===== config.mk =====
export PLATFORM = sky130hd
export DESIGN_NAME = exs_sequencer
export DESIGN_NICKNAME = d
export VERILOG_FILES = /design/src/shared/exs_pkg.sv /design/src/rtl/exs_sequencer.sv
export SDC_FILE = /design/constraint.sdc
export NUM_CORES = 2
export LEC_CHECK = 0
export BUFFER_PORTS_ARGS = -buffer_cell sky130_fd_sc_hd__buf_2
export CAP_MARGIN = 25
export CORE_UTILIZATION = 60
export CTS_BUF_LIST = sky130_fd_sc_hd__clkbuf_8
export DETAILED_ROUTE_END_ITERATION = 16
export GPL_ROUTABILITY_DRIVEN = 0
export PLACE_DENSITY = 0.8
export SLEW_MARGIN = 10
export SYNTH_ARGS = -nofsm -noshare
export SYNTH_HDL_FRONTEND = slang
export SYNTH_SLANG_ARGS = --single-unit

===== constraint.sdc =====
create_clock -name SYS_CLK -period 31.4 [get_ports SYS_CLK]
set_input_delay 1.57 -clock SYS_CLK [delete_from_list [all_inputs] [get_ports SYS_CLK]]
set_output_delay 1.57 -clock SYS_CLK [all_outputs]
set_load 0.005 [all_outputs]

===== src/shared/exs_pkg.sv =====
// package of constants and types for the exposure sequencer
// Behaviour
// - long exposure mode accepts exposure durations from 1ms to 1000s.
// - a sequence starts only on an internal or external trigger event.
// - high-sensitivity standard mode accepts durations from 500ns to 1000s.
// - fast shutter offers standard and cycled-block modes, chosen by config.
// - fast standard mode times exposures from 100ns to 1ms each.
// - standard multiple exposure uses at most 10 delay/exposure pairs.
// - one trigger pulse starts a whole multiple exposure.
// - readout of the 12-bit image starts right after the last exposure.
// - cycled-block mode holds five blocks: delay, exposure, repeat count.
// - cycled blocks accumulate one image; readout only after block five.
// - in cycled-block mode each exposure waits for its own trigger.
// - double shutter takes two images at least 200ns apart.
// - first double-shutter integration follows the trigger pulse width.
// - second integration lasts exactly as long as the first readout.
// - high-sensitivity double shutter uses a 500ns gap, 3us-10ms pulse; the code does not check the pulse width.
// - phase-in, intrinsic dead time and readout are inserted intervals.
package exs_pkg;
  localparam int CLK_PERIOD_NS = 25;
  localparam longint CLK_HZ = 40000000;
  localparam int CYC_PER_US = 1000 / CLK_PERIOD_NS;
  localparam longint LONG_MIN_MS = 1;
  localparam longint EXP_MAX_S = 1000;
  localparam int HS_MIN_NS = 500;
  localparam int FAST_MIN_NS = 100;
  localparam longint FAST_MAX_MS = 1;
  localparam int DBL_GAP_NS = 200;
  localparam int HS_GAP_NS = 500;
  localparam logic [36:0] LONG_MIN_CYC = 37'(LONG_MIN_MS * CLK_HZ / 1000);
  localparam logic [36:0] EXP_MAX_CYC = 37'(EXP_MAX_S * CLK_HZ);
  localparam logic [36:0] HS_MIN_CYC =
    37'((HS_MIN_NS + CLK_PERIOD_NS - 1) / CLK_PERIOD_NS);
  localparam logic [36:0] FAST_MIN_CYC =
    37'((FAST_MIN_NS + CLK_PERIOD_NS - 1) / CLK_PERIOD_NS);
  localparam logic [36:0] FAST_MAX_CYC = 37'(FAST_MAX_MS * CLK_HZ / 1000);
  localparam logic [36:0] DBL_GAP_CYC =
    37'((DBL_GAP_NS + CLK_PERIOD_NS - 1) / CLK_PERIOD_NS);
  localparam logic [36:0] HS_GAP_CYC =
    37'((HS_GAP_NS + CLK_PERIOD_NS - 1) / CLK_PERIOD_NS);
  localparam logic [36:0] PHASE_IN_CYC = 37'h0000000028;
  localparam logic [36:0] DEAD_CYC = 37'h0000000010;
  localparam logic [36:0] READOUT_CYC = 37'h0000000FA0;
  localparam int MAX_PAIRS = 10;
  localparam int MAX_BLOCKS = 5;
  localparam logic [1:0] GRP_CTRL = 2'h0;
  localparam logic [1:0] GRP_DELAY = 2'h1;
  localparam logic [1:0] GRP_EXPO = 2'h2;
  localparam logic [1:0] GRP_COUNT = 2'h3;
  localparam logic [3:0] IDX_CTRL = 4'h0;
  localparam logic [3:0] IDX_STATUS = 4'h1;
  localparam logic [3:0] IDX_NPAIRS = 4'h2;
  localparam logic [3:0] NPAIRS_RST = 4'h1;
  localparam int CTRL_SRC_EXT = 3;
  localparam int CTRL_FALLING = 4;
  localparam int CTRL_START = 8;
  localparam int DUR_UNIT_US = 31;
  typedef enum logic [2:0] {
    M_LONG = 3'h0, M_HS_STD = 3'h1, M_FAST_STD = 3'h2,
    M_FAST_CYC = 3'h3, M_DOUBLE = 3'h4, M_HS_DOUBLE = 3'h5
  } exs_mode_t;
  typedef enum logic [8:0] {
    S_IDLE = 9'h001, S_PHASE = 9'h002, S_DELAY = 9'h004,
    S_EXPOSE = 9'h008, S_DEAD = 9'h010, S_WAIT = 9'h020,
    S_DEXP = 9'h040, S_GAP = 9'h080, S_READ = 9'h100
  } exs_state_t;
  typedef struct packed {
    logic integrate;
    logic readout;
    logic readout_start;
    logic image_sel;
    logic busy;
  } exs_sensor_t;
endpackage


===== src/rtl/exs_sequencer.sv =====
// exposure sequencer: trigger handling, interval timing, wishbone registers
module exs_sequencer
  import exs_pkg::*;
#(
  parameter logic [36:0] P_LONG_MIN_CYC = LONG_MIN_CYC,
  parameter logic [36:0] P_EXP_MAX_CYC = EXP_MAX_CYC,
  parameter logic [36:0] P_FAST_MAX_CYC = FAST_MAX_CYC,
  parameter logic [36:0] P_PHASE_CYC = PHASE_IN_CYC,
  parameter logic [36:0] P_DEAD_CYC = DEAD_CYC,
  parameter logic [36:0] P_READOUT_CYC = READOUT_CYC
)
(
  input wire logic SYS_CLK,
  input wire logic RESET_N,
  input wire logic WB_CYC_I,
  input wire logic WB_STB_I,
  input wire logic WB_WE_I,
  input wire logic [7:0] WB_ADR_I,
  input wire logic [3:0] WB_SEL_I,
  input wire logic [31:0] WB_DAT_I,
  output logic [31:0] WB_DAT_O,
  output logic WB_ACK_O,
  input wire logic EXPOSURE_TRIGGER_INPUT,
  output exs_sensor_t SENSOR_CTRL
);
  typedef struct packed {
    exs_state_t st;
    logic [36:0] tmr;
    logic [3:0] idx;
    logic [15:0] rep;
    logic img;
    logic ro_start;
    logic trig_q;
    logic start;
    exs_mode_t mode;
    logic src_ext;
    logic pol_fall;
    logic [3:0] npairs;
    logic [MAX_PAIRS-1:0][31:0] dly;
    logic [MAX_PAIRS-1:0][31:0] expo;
    logic [MAX_BLOCKS-1:0][15:0] cnt;
    logic ack;
    logic [31:0] dat;
  } exs_core_t;

  exs_core_t s_ff;
  exs_core_t nxt_s;
  logic rst_meta_ff;
  logic rst_sync_ff;
  logic rst_n;
  logic trig_act;
  logic evt;
  logic wr;
  logic [31:0] rd_mux;
  logic [3:0] last_pair;

  // release reset through two flops so every flop leaves reset together
  always_ff @(posedge SYS_CLK or negedge RESET_N)
  begin
    if (!RESET_N)
    begin
      rst_meta_ff <= 1'b0;
      rst_sync_ff <= 1'b0;
    end
    else
    begin
      rst_meta_ff <= 1'b1;
      rst_sync_ff <= rst_meta_ff;
    end
  end
  assign rst_n = rst_sync_ff;

  // duration word: bit 31 selects microseconds, otherwise clock cycles
  function automatic logic [36:0] dur_cyc(input logic [31:0] raw,
                                          input exs_mode_t md);
    logic [36:0] c;
    logic [36:0] lo;
    logic [36:0] hi;
    c = raw[DUR_UNIT_US] ? 37'(raw[30:0]) * 37'(CYC_PER_US)
                         : 37'(raw[30:0]);
    lo = P_LONG_MIN_CYC;
    hi = P_EXP_MAX_CYC;
    case (md)
      M_LONG:
      begin
        lo = P_LONG_MIN_CYC;
        hi = P_EXP_MAX_CYC;
      end
      M_HS_STD:
      begin
        lo = HS_MIN_CYC;
        hi = P_EXP_MAX_CYC;
      end
      M_FAST_STD, M_FAST_CYC:
      begin
        lo = FAST_MIN_CYC;
        hi = P_FAST_MAX_CYC;
      end
      default:
      begin
        lo = 37'h0000000001;
        hi = P_EXP_MAX_CYC;
      end
    endcase
    if (c < lo)
      c = lo;
    if (c > hi)
      c = hi;
    return c - 37'h0000000001;
  endfunction

  // a zero delay still takes one cycle; only exposures are clamped to the mode range
  function automatic logic [36:0] dly_cyc(input logic [31:0] raw);
    logic [36:0] c;
    c = raw[DUR_UNIT_US] ? 37'(raw[30:0]) * 37'(CYC_PER_US)
                         : 37'(raw[30:0]);
    if (c == 37'h0000000000)
      c = 37'h0000000001;
    return c - 37'h0000000001;
  endfunction

  function automatic logic [31:0] merge(input logic [31:0] old_v,
                                        input logic [31:0] new_v,
                                        input logic [3:0] sel);
    logic [31:0] r;
    r = old_v;
    for (int b = 0; b < 4; b++)
      if (sel[b])
        r[8*b +: 8] = new_v[8*b +: 8];
    return r;
  endfunction

  assign last_pair = (s_ff.npairs == 4'h0) ? 4'h0 :
                     (s_ff.npairs > 4'(MAX_PAIRS)) ? 4'(MAX_PAIRS - 1) :
                     s_ff.npairs - 4'h1;

  always_comb
  begin
    rd_mux = 32'h00000000;
    case (WB_ADR_I[7:6])
      GRP_CTRL:
        case (WB_ADR_I[5:2])
          IDX_CTRL:
            rd_mux = {23'h000000, s_ff.start, 3'h0, s_ff.pol_fall,
                      s_ff.src_ext, s_ff.mode};
          IDX_STATUS:
            rd_mux = {20'h00000, s_ff.idx, s_ff.st[8:1]};
          IDX_NPAIRS:
            rd_mux = {28'h0000000, s_ff.npairs};
          default:
            rd_mux = 32'h00000000;
        endcase
      GRP_DELAY:
        if (WB_ADR_I[5:2] < 4'(MAX_PAIRS))
          rd_mux = s_ff.dly[WB_ADR_I[5:2]];
      GRP_EXPO:
        if (WB_ADR_I[5:2] < 4'(MAX_PAIRS))
          rd_mux = s_ff.expo[WB_ADR_I[5:2]];
      default:
        if (WB_ADR_I[5:2] < 4'(MAX_BLOCKS))
          rd_mux = {16'h0000, s_ff.cnt[WB_ADR_I[5:2]]};
    endcase
  end

  always_comb
  begin
    nxt_s = s_ff;
    nxt_s.ro_start = 1'b0;
    nxt_s.trig_q = EXPOSURE_TRIGGER_INPUT;
    trig_act = EXPOSURE_TRIGGER_INPUT ^ s_ff.pol_fall;
    // only a fresh edge or a software start counts as an event
    evt = s_ff.src_ext ? (trig_act & ~(s_ff.trig_q ^ s_ff.pol_fall))
                       : s_ff.start;
    if (s_ff.tmr != 37'h0000000000)
      nxt_s.tmr = s_ff.tmr - 37'h0000000001;
    case (s_ff.st)
      S_IDLE:
        if (evt)
        begin
          nxt_s.start = 1'b0;
          nxt_s.idx = 4'h0;
          nxt_s.rep = 16'h0001;
          nxt_s.img = 1'b0;
          if (s_ff.mode == M_DOUBLE || s_ff.mode == M_HS_DOUBLE)
          begin
            // software start has no pulse width, so double needs the pin
            if (s_ff.src_ext)
              nxt_s.st = S_DEXP;
          end
          else
          begin
            nxt_s.st = S_PHASE;
            nxt_s.tmr = P_PHASE_CYC - 37'h0000000001;
          end
        end
      S_PHASE:
        if (s_ff.tmr == 37'h0000000000)
        begin
          nxt_s.st = S_DELAY;
          nxt_s.tmr = dly_cyc(s_ff.dly[s_ff.idx]);
        end
      S_DELAY:
        if (s_ff.tmr == 37'h0000000000)
        begin
          nxt_s.st = S_EXPOSE;
          nxt_s.tmr = dur_cyc(s_ff.expo[s_ff.idx], s_ff.mode);
        end
      S_EXPOSE:
        if (s_ff.tmr == 37'h0000000000)
        begin
          if (s_ff.mode == M_FAST_CYC)
          begin
            if (s_ff.rep < s_ff.cnt[s_ff.idx[2:0]])
            begin
              nxt_s.rep = s_ff.rep + 16'h0001;
              nxt_s.st = S_WAIT;
            end
            else if (s_ff.idx < 4'(MAX_BLOCKS - 1))
            begin
              nxt_s.idx = s_ff.idx + 4'h1;
              nxt_s.rep = 16'h0001;
              nxt_s.st = S_WAIT;
            end
            else
            begin
              nxt_s.st = S_READ;
              nxt_s.ro_start = 1'b1;
              nxt_s.tmr = P_READOUT_CYC - 37'h0000000001;
            end
          end
          else if (s_ff.mode == M_FAST_STD && s_ff.idx < last_pair)
          begin
            nxt_s.st = S_DEAD;
            nxt_s.tmr = P_DEAD_CYC - 37'h0000000001;
          end
          else
          begin
            nxt_s.st = S_READ;
            nxt_s.ro_start = 1'b1;
            nxt_s.tmr = P_READOUT_CYC - 37'h0000000001;
          end
        end
      S_DEAD:
        if (s_ff.tmr == 37'h0000000000)
        begin
          nxt_s.idx = s_ff.idx + 4'h1;
          nxt_s.st = S_DELAY;
          nxt_s.tmr = dly_cyc(s_ff.dly[s_ff.idx + 4'h1]);
        end
      S_WAIT:
        if (evt)
        begin
          nxt_s.start = 1'b0;
          nxt_s.st = S_DELAY;
          nxt_s.tmr = dly_cyc(s_ff.dly[s_ff.idx]);
        end
      S_DEXP:
        if (!trig_act)
        begin
          nxt_s.st = S_GAP;
          nxt_s.tmr = (s_ff.mode == M_HS_DOUBLE) ? HS_GAP_CYC - 37'h1
                                                  : DBL_GAP_CYC - 37'h1;
        end
      S_GAP:
        if (s_ff.tmr == 37'h0000000000)
        begin
          nxt_s.st = S_READ;
          nxt_s.ro_start = 1'b1;
          nxt_s.tmr = P_READOUT_CYC - 37'h0000000001;
        end
      S_READ:
        if (s_ff.tmr == 37'h0000000000)
        begin
          if ((s_ff.mode == M_DOUBLE || s_ff.mode == M_HS_DOUBLE) &&
              !s_ff.img)
          begin
            nxt_s.img = 1'b1;
            nxt_s.ro_start = 1'b1;
            nxt_s.tmr = P_READOUT_CYC - 37'h0000000001;
          end
          else
            nxt_s.st = S_IDLE;
        end
      default:
        nxt_s.st = S_IDLE;
    endcase
    // bus: ack one cycle after the request, write lands on the ack edge
    nxt_s.ack = WB_CYC_I & WB_STB_I & ~s_ff.ack;
    if (WB_CYC_I & WB_STB_I & ~s_ff.ack)
      nxt_s.dat = rd_mux;
    wr = WB_CYC_I & WB_STB_I & WB_WE_I & s_ff.ack;
    if (wr)
      case (WB_ADR_I[7:6])
        GRP_CTRL:
          if (WB_ADR_I[5:2] == IDX_CTRL)
          begin
            if (WB_SEL_I[0])
            begin
              nxt_s.mode = exs_mode_t'(WB_DAT_I[2:0]);
              nxt_s.src_ext = WB_DAT_I[CTRL_SRC_EXT];
              nxt_s.pol_fall = WB_DAT_I[CTRL_FALLING];
            end
            // a start written while one is consumed survives
            if (WB_SEL_I[1] && WB_DAT_I[CTRL_START])
              nxt_s.start = 1'b1;
          end
          else if (WB_ADR_I[5:2] == IDX_NPAIRS && WB_SEL_I[0])
            nxt_s.npairs = WB_DAT_I[3:0];
        GRP_DELAY:
          if (WB_ADR_I[5:2] < 4'(MAX_PAIRS))
            nxt_s.dly[WB_ADR_I[5:2]] =
              merge(s_ff.dly[WB_ADR_I[5:2]], WB_DAT_I, WB_SEL_I);
        GRP_EXPO:
          if (WB_ADR_I[5:2] < 4'(MAX_PAIRS))
            nxt_s.expo[WB_ADR_I[5:2]] =
              merge(s_ff.expo[WB_ADR_I[5:2]], WB_DAT_I, WB_SEL_I);
        default:
          if (WB_ADR_I[5:2] < 4'(MAX_BLOCKS))
            nxt_s.cnt[WB_ADR_I[5:2]] = 16'(merge(
              {16'h0000, s_ff.cnt[WB_ADR_I[5:2]]}, WB_DAT_I, WB_SEL_I));
      endcase
  end

  always_ff @(posedge SYS_CLK or negedge rst_n)
  begin
    if (!rst_n)
    begin
      s_ff <= '0;
      s_ff.st <= S_IDLE;
      s_ff.mode <= M_LONG;
      s_ff.npairs <= NPAIRS_RST;
    end
    else
      s_ff <= nxt_s;
  end

  assign WB_ACK_O = s_ff.ack;
  assign WB_DAT_O = s_ff.dat;
  // one driver for the whole struct; fields in packed order, msb first
  // second double-shutter image integrates during the first readout
  assign SENSOR_CTRL = {
    (s_ff.st == S_EXPOSE) || (s_ff.st == S_DEXP) ||
      ((s_ff.st == S_READ) && !s_ff.img &&
      (s_ff.mode == M_DOUBLE || s_ff.mode == M_HS_DOUBLE)),
    (s_ff.st == S_READ),
    s_ff.ro_start,
    s_ff.img,
    (s_ff.st != S_IDLE)};
endmodule


After elaboration in Yosys (flattened, before gate mapping) --
Index checks and enable logic that the tools add are counted.
Cells by class: reduce and logical (&&, ||, !) cells 35, $lt $le $gt $ge 14, bitwise logic cells 11, eq/ne operators 35, muxes and demuxes 146, add/sub/neg operators 8, multipliers 3
Operators with widths (count):
- 320-bit 2-to-1 mux | 4
- 37-bit 2-to-1 mux | 25
- 730-bit 2-to-1 mux | 1
- 32-bit binary-select mux with 4-bit select | 5
- 320-bit bitwise mux | 2
- 46-bit 2-to-1 mux | 8
- 37-bit one-hot mux with 9 select lines | 1
- 8-bit 2-to-1 mux | 40
- 32-bit 2-to-1 mux | 8
- 37-bit by 1-bit subtractor with 37-bit output, second input constant | 5
- 80-bit 2-to-1 mux | 2
- 32-bit demux with 4-bit select | 1
- 37-bit zero test | 3
- 31-bit by 3-bit multiplier with 34-bit output, second input constant | 3
- 16-bit binary-select mux with 3-bit select | 2
- 32-bit one-hot mux with 3 select lines | 1
- 9-bit one-hot mux with 9 select lines | 1
- 80-bit bitwise mux | 1
- 16-bit 2-to-1 mux | 5
- 67-bit 2-to-1 mux | 1
- 66-bit 2-to-1 mux | 1
- 50-bit 2-to-1 mux | 1
- 16-bit demux with 3-bit select | 1
- 16-bit one-hot mux with 3 select lines | 1
- 67 further kinds | 129
Word-level totals: bits of input ports 50, logic and storage cells 293, output and inout bits 38, register bits after elaboration 834

Longest topological paths before layout --
word-level depth 16, depth in mapped cells 51, depth with buffers taken out 41

Worst setup path after synthesis --
Ideal clock, no wire load.
kind flip-flop to flip-flop, start reg s_ff[782] (netlist bit), end reg s_ff[820] (netlist bit), setup time 0.138 ns, stages on the path, launching flop included 48, clock period less this slack 10.526 ns, data arrival time 10.387 ns, slack 20.874 ns, buffers on the path 14, data required time 31.262 ns, cells stage by stage dfrtp_1 buf_6 buf_8 buf_6 buf_8 buf_8 buf_8 buf_8 buf_6 buf_2 buf_2 buf_2 mux2_2 a221oi_1 a21oi_1 ha_1 ha_1 clkbuf_1 [... 12 more ...] a21o_1 inv_1 ha_1 nand4b_1 nor4_2 nor4b_1 a211o_1 nor2_2 buf_2 nor2_1 nand3_1 ha_1 buf_6 o2111ai_2 a211oi_4 and2_2 a2111oi_1 a211oi_1
RTL lines:
- start, declared | RTL line exs_sequencer.sv:46 | exs_core_t s_ff;
- start signal, assigned | RTL line exs_sequencer.sv:334 | s_ff <= nxt_s;

==> summary by stage <==
Outcome
The run finished with clean final reports.

Clocking
The clock-pin transition on the worst setup and hold timing paths is 70 ps. The later pin in the worst-skew pair is clocked with a latency of 860 ps. Post-CTS timing repair inserted 0 buffers for setup.

For this design, the CTS-stage hold fixing added 0 buffers. The worst-case clock buffer depth is 3. The maximum level of the CTS H-tree is 4. The tree built by TritonCTS fans out to 834 sinks.

Post-CTS repair changed the size of 0 cells. TritonCTS created 144 clock buffers. The clock tree root buffer cell is sky130_fd_sc_hd__clkbuf_8.

TritonCTS built the clock tree.

STA
The count of final hold-check violations is 0. The worst path needs 12910 ps of the cycle, external delays included. The worst slew margin relative to its limit is 16.8%. The number of pins exceeding their max-slew limit in the final report is 0. After layout, the worst path uses 41.1% of the clock period. The highest attainable clock frequency is 77.4 MHz. After routing, the total negative slack on setup checks comes to 0 ps.

On the final layout, the worst hold slack is 265 ps. The slew of the pin with the lowest slew margin is 1240 ps. The final number of setup-violating endpoints is 0. Setup repair after global routing left no endpoint under its margin.

The final worst clock skew is 60.8 ps.

GRT
Global routing used 37.3% of the available tracks across all layers. The via count of the first global-routing pass is 49000. The first global-routing pass estimated between 200 and 300 mm of wire. The initial antenna violation count is 7. Global routing finished with a remaining overflow of 0. The largest net degree at the start of global routing is approximately 170.

Placement
The count of buffers added on input and output ports is 85. Once placement finished, the instance area stood at approximately 0.061 sq mm. The detailed placement HPWL is about 130 mm.

Critical path
The kind of start point of the critical path is a flop. The launch instance of the worst register-to-register path is s_ff[782]. The number of cells on the worst reg-to-reg path is 37. STA classifies the critical path endpoint as a flop.

In this design, the largest share of critical-path delay is due to compound AO/OA/AOI/OAI gates. The arrival time at the worst endpoint is roughly 14000 ps. For the worst setup path, the data required time is 32160 ps.

For flop-to-flop paths, the worst setup slack is 18490 ps. The critical setup path kind is flop to flop. In this design, the stage delay of the slowest critical-path cell is 900 ps.

Counting stages on the worst path, the most repeated cell is sky130_fd_sc_hd__ha_1. The highest-delay cell along the critical path is sky130_fd_sc_hd__dfrtp_4. The number of buffers and inverters on the critical path is 2. The terminus of the critical flop-to-flop path is s_ff[804]. The maximum fanout along the worst path is roughly 120.

Worst hold path
The class of the most critical hold timing path is flop to asynchronous set/reset pin.

Routing
The routed length per instance is 28.2 um. Before antenna repair, the detailed router went through 9 iterations. The mean number of vias per cell is 7.36. The aggregate routed wire length is roughly 190 mm.

The detail route stage leaves a number of antenna-violating nets equal to 0. The routed layout has 50200 vias. The detailed router finished its first iteration with 6723 violations.

The number of remaining DRC errors is 0.

Finish
The final layout contains between 5000 and 6000 nets. In the final layout, the multi-input gates occupy between 0.03 and 0.04 sq mm. The library cells used most frequently in the layout, excluding fill and tap cells, are sky130_fd_sc_hd__dfrtp_1, sky130_fd_sc_hd__mux2_2, sky130_fd_sc_hd__nand2_1, sky130_fd_sc_hd__o21ai_0, sky130_fd_sc_hd__mux4_2.

Registers take 0.0209 sq mm. The filler cells instantiated in the layout total 7186. The post-route netlist has 28.8% of its cells at a drive strength greater than 1. Relative to the synthesized area, the layout overhead comes to 6.87%. The library cell used most frequently in the layout, excluding fill and tap cells, is sky130_fd_sc_hd__dfrtp_1.

The utilization after layout is 65.0%. The area of all placed cells without fillers is 0.0643 sq mm.

Floorplanning
The core region is roughly 0.099 sq mm. Measured along the x axis, the die boundary spans 319 um. The initial standard-cell utilization of the core is 60.8%. The floorplan step defined a die boundary enclosing 0.101 sq mm. The number of cell rows is 115.

88 I/O pins were placed. The die is 319 um tall.

Pwr
Total power for the finished layout comes to 0.00254 W. The clock network accounts for about two fifths of the total power. In this run the power spent charging and discharging nets is 0.000769 W. The standby leakage power is between 20 and 30 nW. The internal power of the cells totals 0.00178 W. The fraction of power spent switching nets is 30.2%. The highest ir drop seen on vdd is 46.5 uV. Combinational logic burns 15.7% of the power.

In this run the power density over the cells is 39.6 mW/mm^2. Registers are responsible for approximately 44% of the overall power.

Synthesis
The post-synthesis cell type count is 119. When the netlist entered floorplanning its net count stood at 5765. The number of synthesized register bits is 834. Summed over all instances, the cell type with the most area after synthesis is sky130_fd_sc_hd__dfrtp_1.

The cell count after synthesis came out at 5491. The post-synthesis async set-or-reset flop share is 100%. The synthesized netlist occupies a cell area of 0.0601 sq mm. The number of enable flip-flop cells after synthesis is 0.

The most used flip-flop cell after synthesis is sky130_fd_sc_hd__dfrtp_1. The area fraction of the dominant cell type after synthesis is 34.6%. The synthesized area per cell is between 10 and 15 sq um. For this run, the number of Yosys warnings is 0. The portion of the post-synthesis area used by sequential elements is a little over a third. In the post-synthesis netlist, the biggest area contributors are sky130_fd_sc_hd__dfrtp_1, sky130_fd_sc_hd__mux2_2, sky130_fd_sc_hd__mux4_2.

Job
The tool flagged a number of max-cap violations equal to 0.
[routing by layer]
layer,vias to the layer above,GRT usage (%),share of wire [%]
li1,20900,-,-
met1,24900,47.0,37
met2,3557,55.7,44
met3,858,12.1,13
met4,6,22.8,6.2
met5,-,0,0.026
[worst register-to-register path, delay by kind of cell (launching register included)]
| family | cells | cell delay, ps |
|---|---|---|
| buf+inv | 2 | 860 |
| flops | 1 | 900 |
| mux | 1 | 180 |
| compound gates | 18 | 5280 |
| simple gates | 10 | 3800 |
| fa+ha+maj | 5 | 1650 |
| xor+xnor | 1 | 160 |
[cell usage after synthesis, types with 19 or more instances]
cell type                    n
sky130_fd_sc_hd__dfrtp_1   832
sky130_fd_sc_hd__mux2_2    789
sky130_fd_sc_hd__nand2_1   363
sky130_fd_sc_hd__o21ai_0   308
sky130_fd_sc_hd__mux4_2    300
sky130_fd_sc_hd__a21oi_1   270
sky130_fd_sc_hd__nor2_1    253
sky130_fd_sc_hd__mux2i_1   250
sky130_fd_sc_hd__clkbuf_1  228
sky130_fd_sc_hd__ha_1      221
sky130_fd_sc_hd__a22oi_1   101
sky130_fd_sc_hd__o21a_1    100
sky130_fd_sc_hd__xnor2_1    94
sky130_fd_sc_hd__nor3_1     86
sky130_fd_sc_hd__inv_1      78
sky130_fd_sc_hd__xor2_1     76
sky130_fd_sc_hd__nand2b_1   74
sky130_fd_sc_hd__nand3_1    70
sky130_fd_sc_hd__o22ai_1    70
sky130_fd_sc_hd__a221oi_1   58
sky130_fd_sc_hd__buf_4      55
sky130_fd_sc_hd__a21o_1     54
sky130_fd_sc_hd__buf_1      48
sky130_fd_sc_hd__nor2b_1    43
sky130_fd_sc_hd__nor4_1     34
sky130_fd_sc_hd__a31oi_1    30
sky130_fd_sc_hd__or3_1      30
sky130_fd_sc_hd__nand4_1    29
sky130_fd_sc_hd__o211ai_1   29
sky130_fd_sc_hd__buf_6      28
sky130_fd_sc_hd__a211oi_1   27
sky130_fd_sc_hd__and3_1     27
sky130_fd_sc_hd__and2_1     24
sky130_fd_sc_hd__buf_2      24
sky130_fd_sc_hd__or2_2      24
sky130_fd_sc_hd__o221ai_1   20
sky130_fd_sc_hd__nor3b_1    19
[kinds of logic after synthesis]
| kind of cell | synth area share (%) |
|---|---|
| AO/OA/AOI/OAI | 13.8 |
| XOR/XNOR | 2.48 |
| adder cells (fa/ha/maj) | 4.70 |
| buffers and inverters | 3.77 |
| flip-flops | 34.7 |
| multiplexers | 30.7 |
| other | 0.00624 |
| AND/OR/NAND/NOR | 9.83 |
[stage by stage]
| step | setup slack [ps] | instances |
|---|---|---|
| after floorplan | 6440 | 5491 |
| after global placement | 18950 | 6556 |
| after detailed placement | 18910 | 6560 |
| after CTS | 18780 | 6810 |
| after global routing | 17930 | 6827 |
| final | 18490 | 6830 |
[cell type report]
class                           count  area share (%)
Multi-Input combinational cell   4188            57.8
Sequential cell                   834            32.5
Clock buffer                      182            3.90
Tap cell                         1287            2.51
Timing Repair Buffer              187            2.17
Clock inverter                     68           0.613
Inverter                           80           0.469
Antenna cell                        4          0.0156
[worst max path at each step]
stage | cells after the start | end | start | slack (ps)
2_1_floorplan | 0 | SENSOR_CTRL[1] | rst_n | 6440
3_3_place_gp | 37 | s_ff[804] | s_ff[782] | 18950
3_5_place_dp | 37 | s_ff[804] | s_ff[782] | 18910
4_1_cts | 37 | s_ff[804] | s_ff[782] | 18780
5_1_grt | 37 | s_ff[804] | s_ff[782] | 17930
6_report | 37 | s_ff[804] | s_ff[782] | 18490
[power by group through the flow]
stage	registers [W]	clock network (W)	logic (W)
global route	0.00113	0.00107	0.000424
global placement	0.00114	0	0.000371
detailed placement	0.00115	0	0.000378
CTS	0.00113	0.00102	0.000380
finish	0.00113	0.00102	0.000400
floorplan	0.00115	0	0.000257
Power figures use the tool's default switching activity.
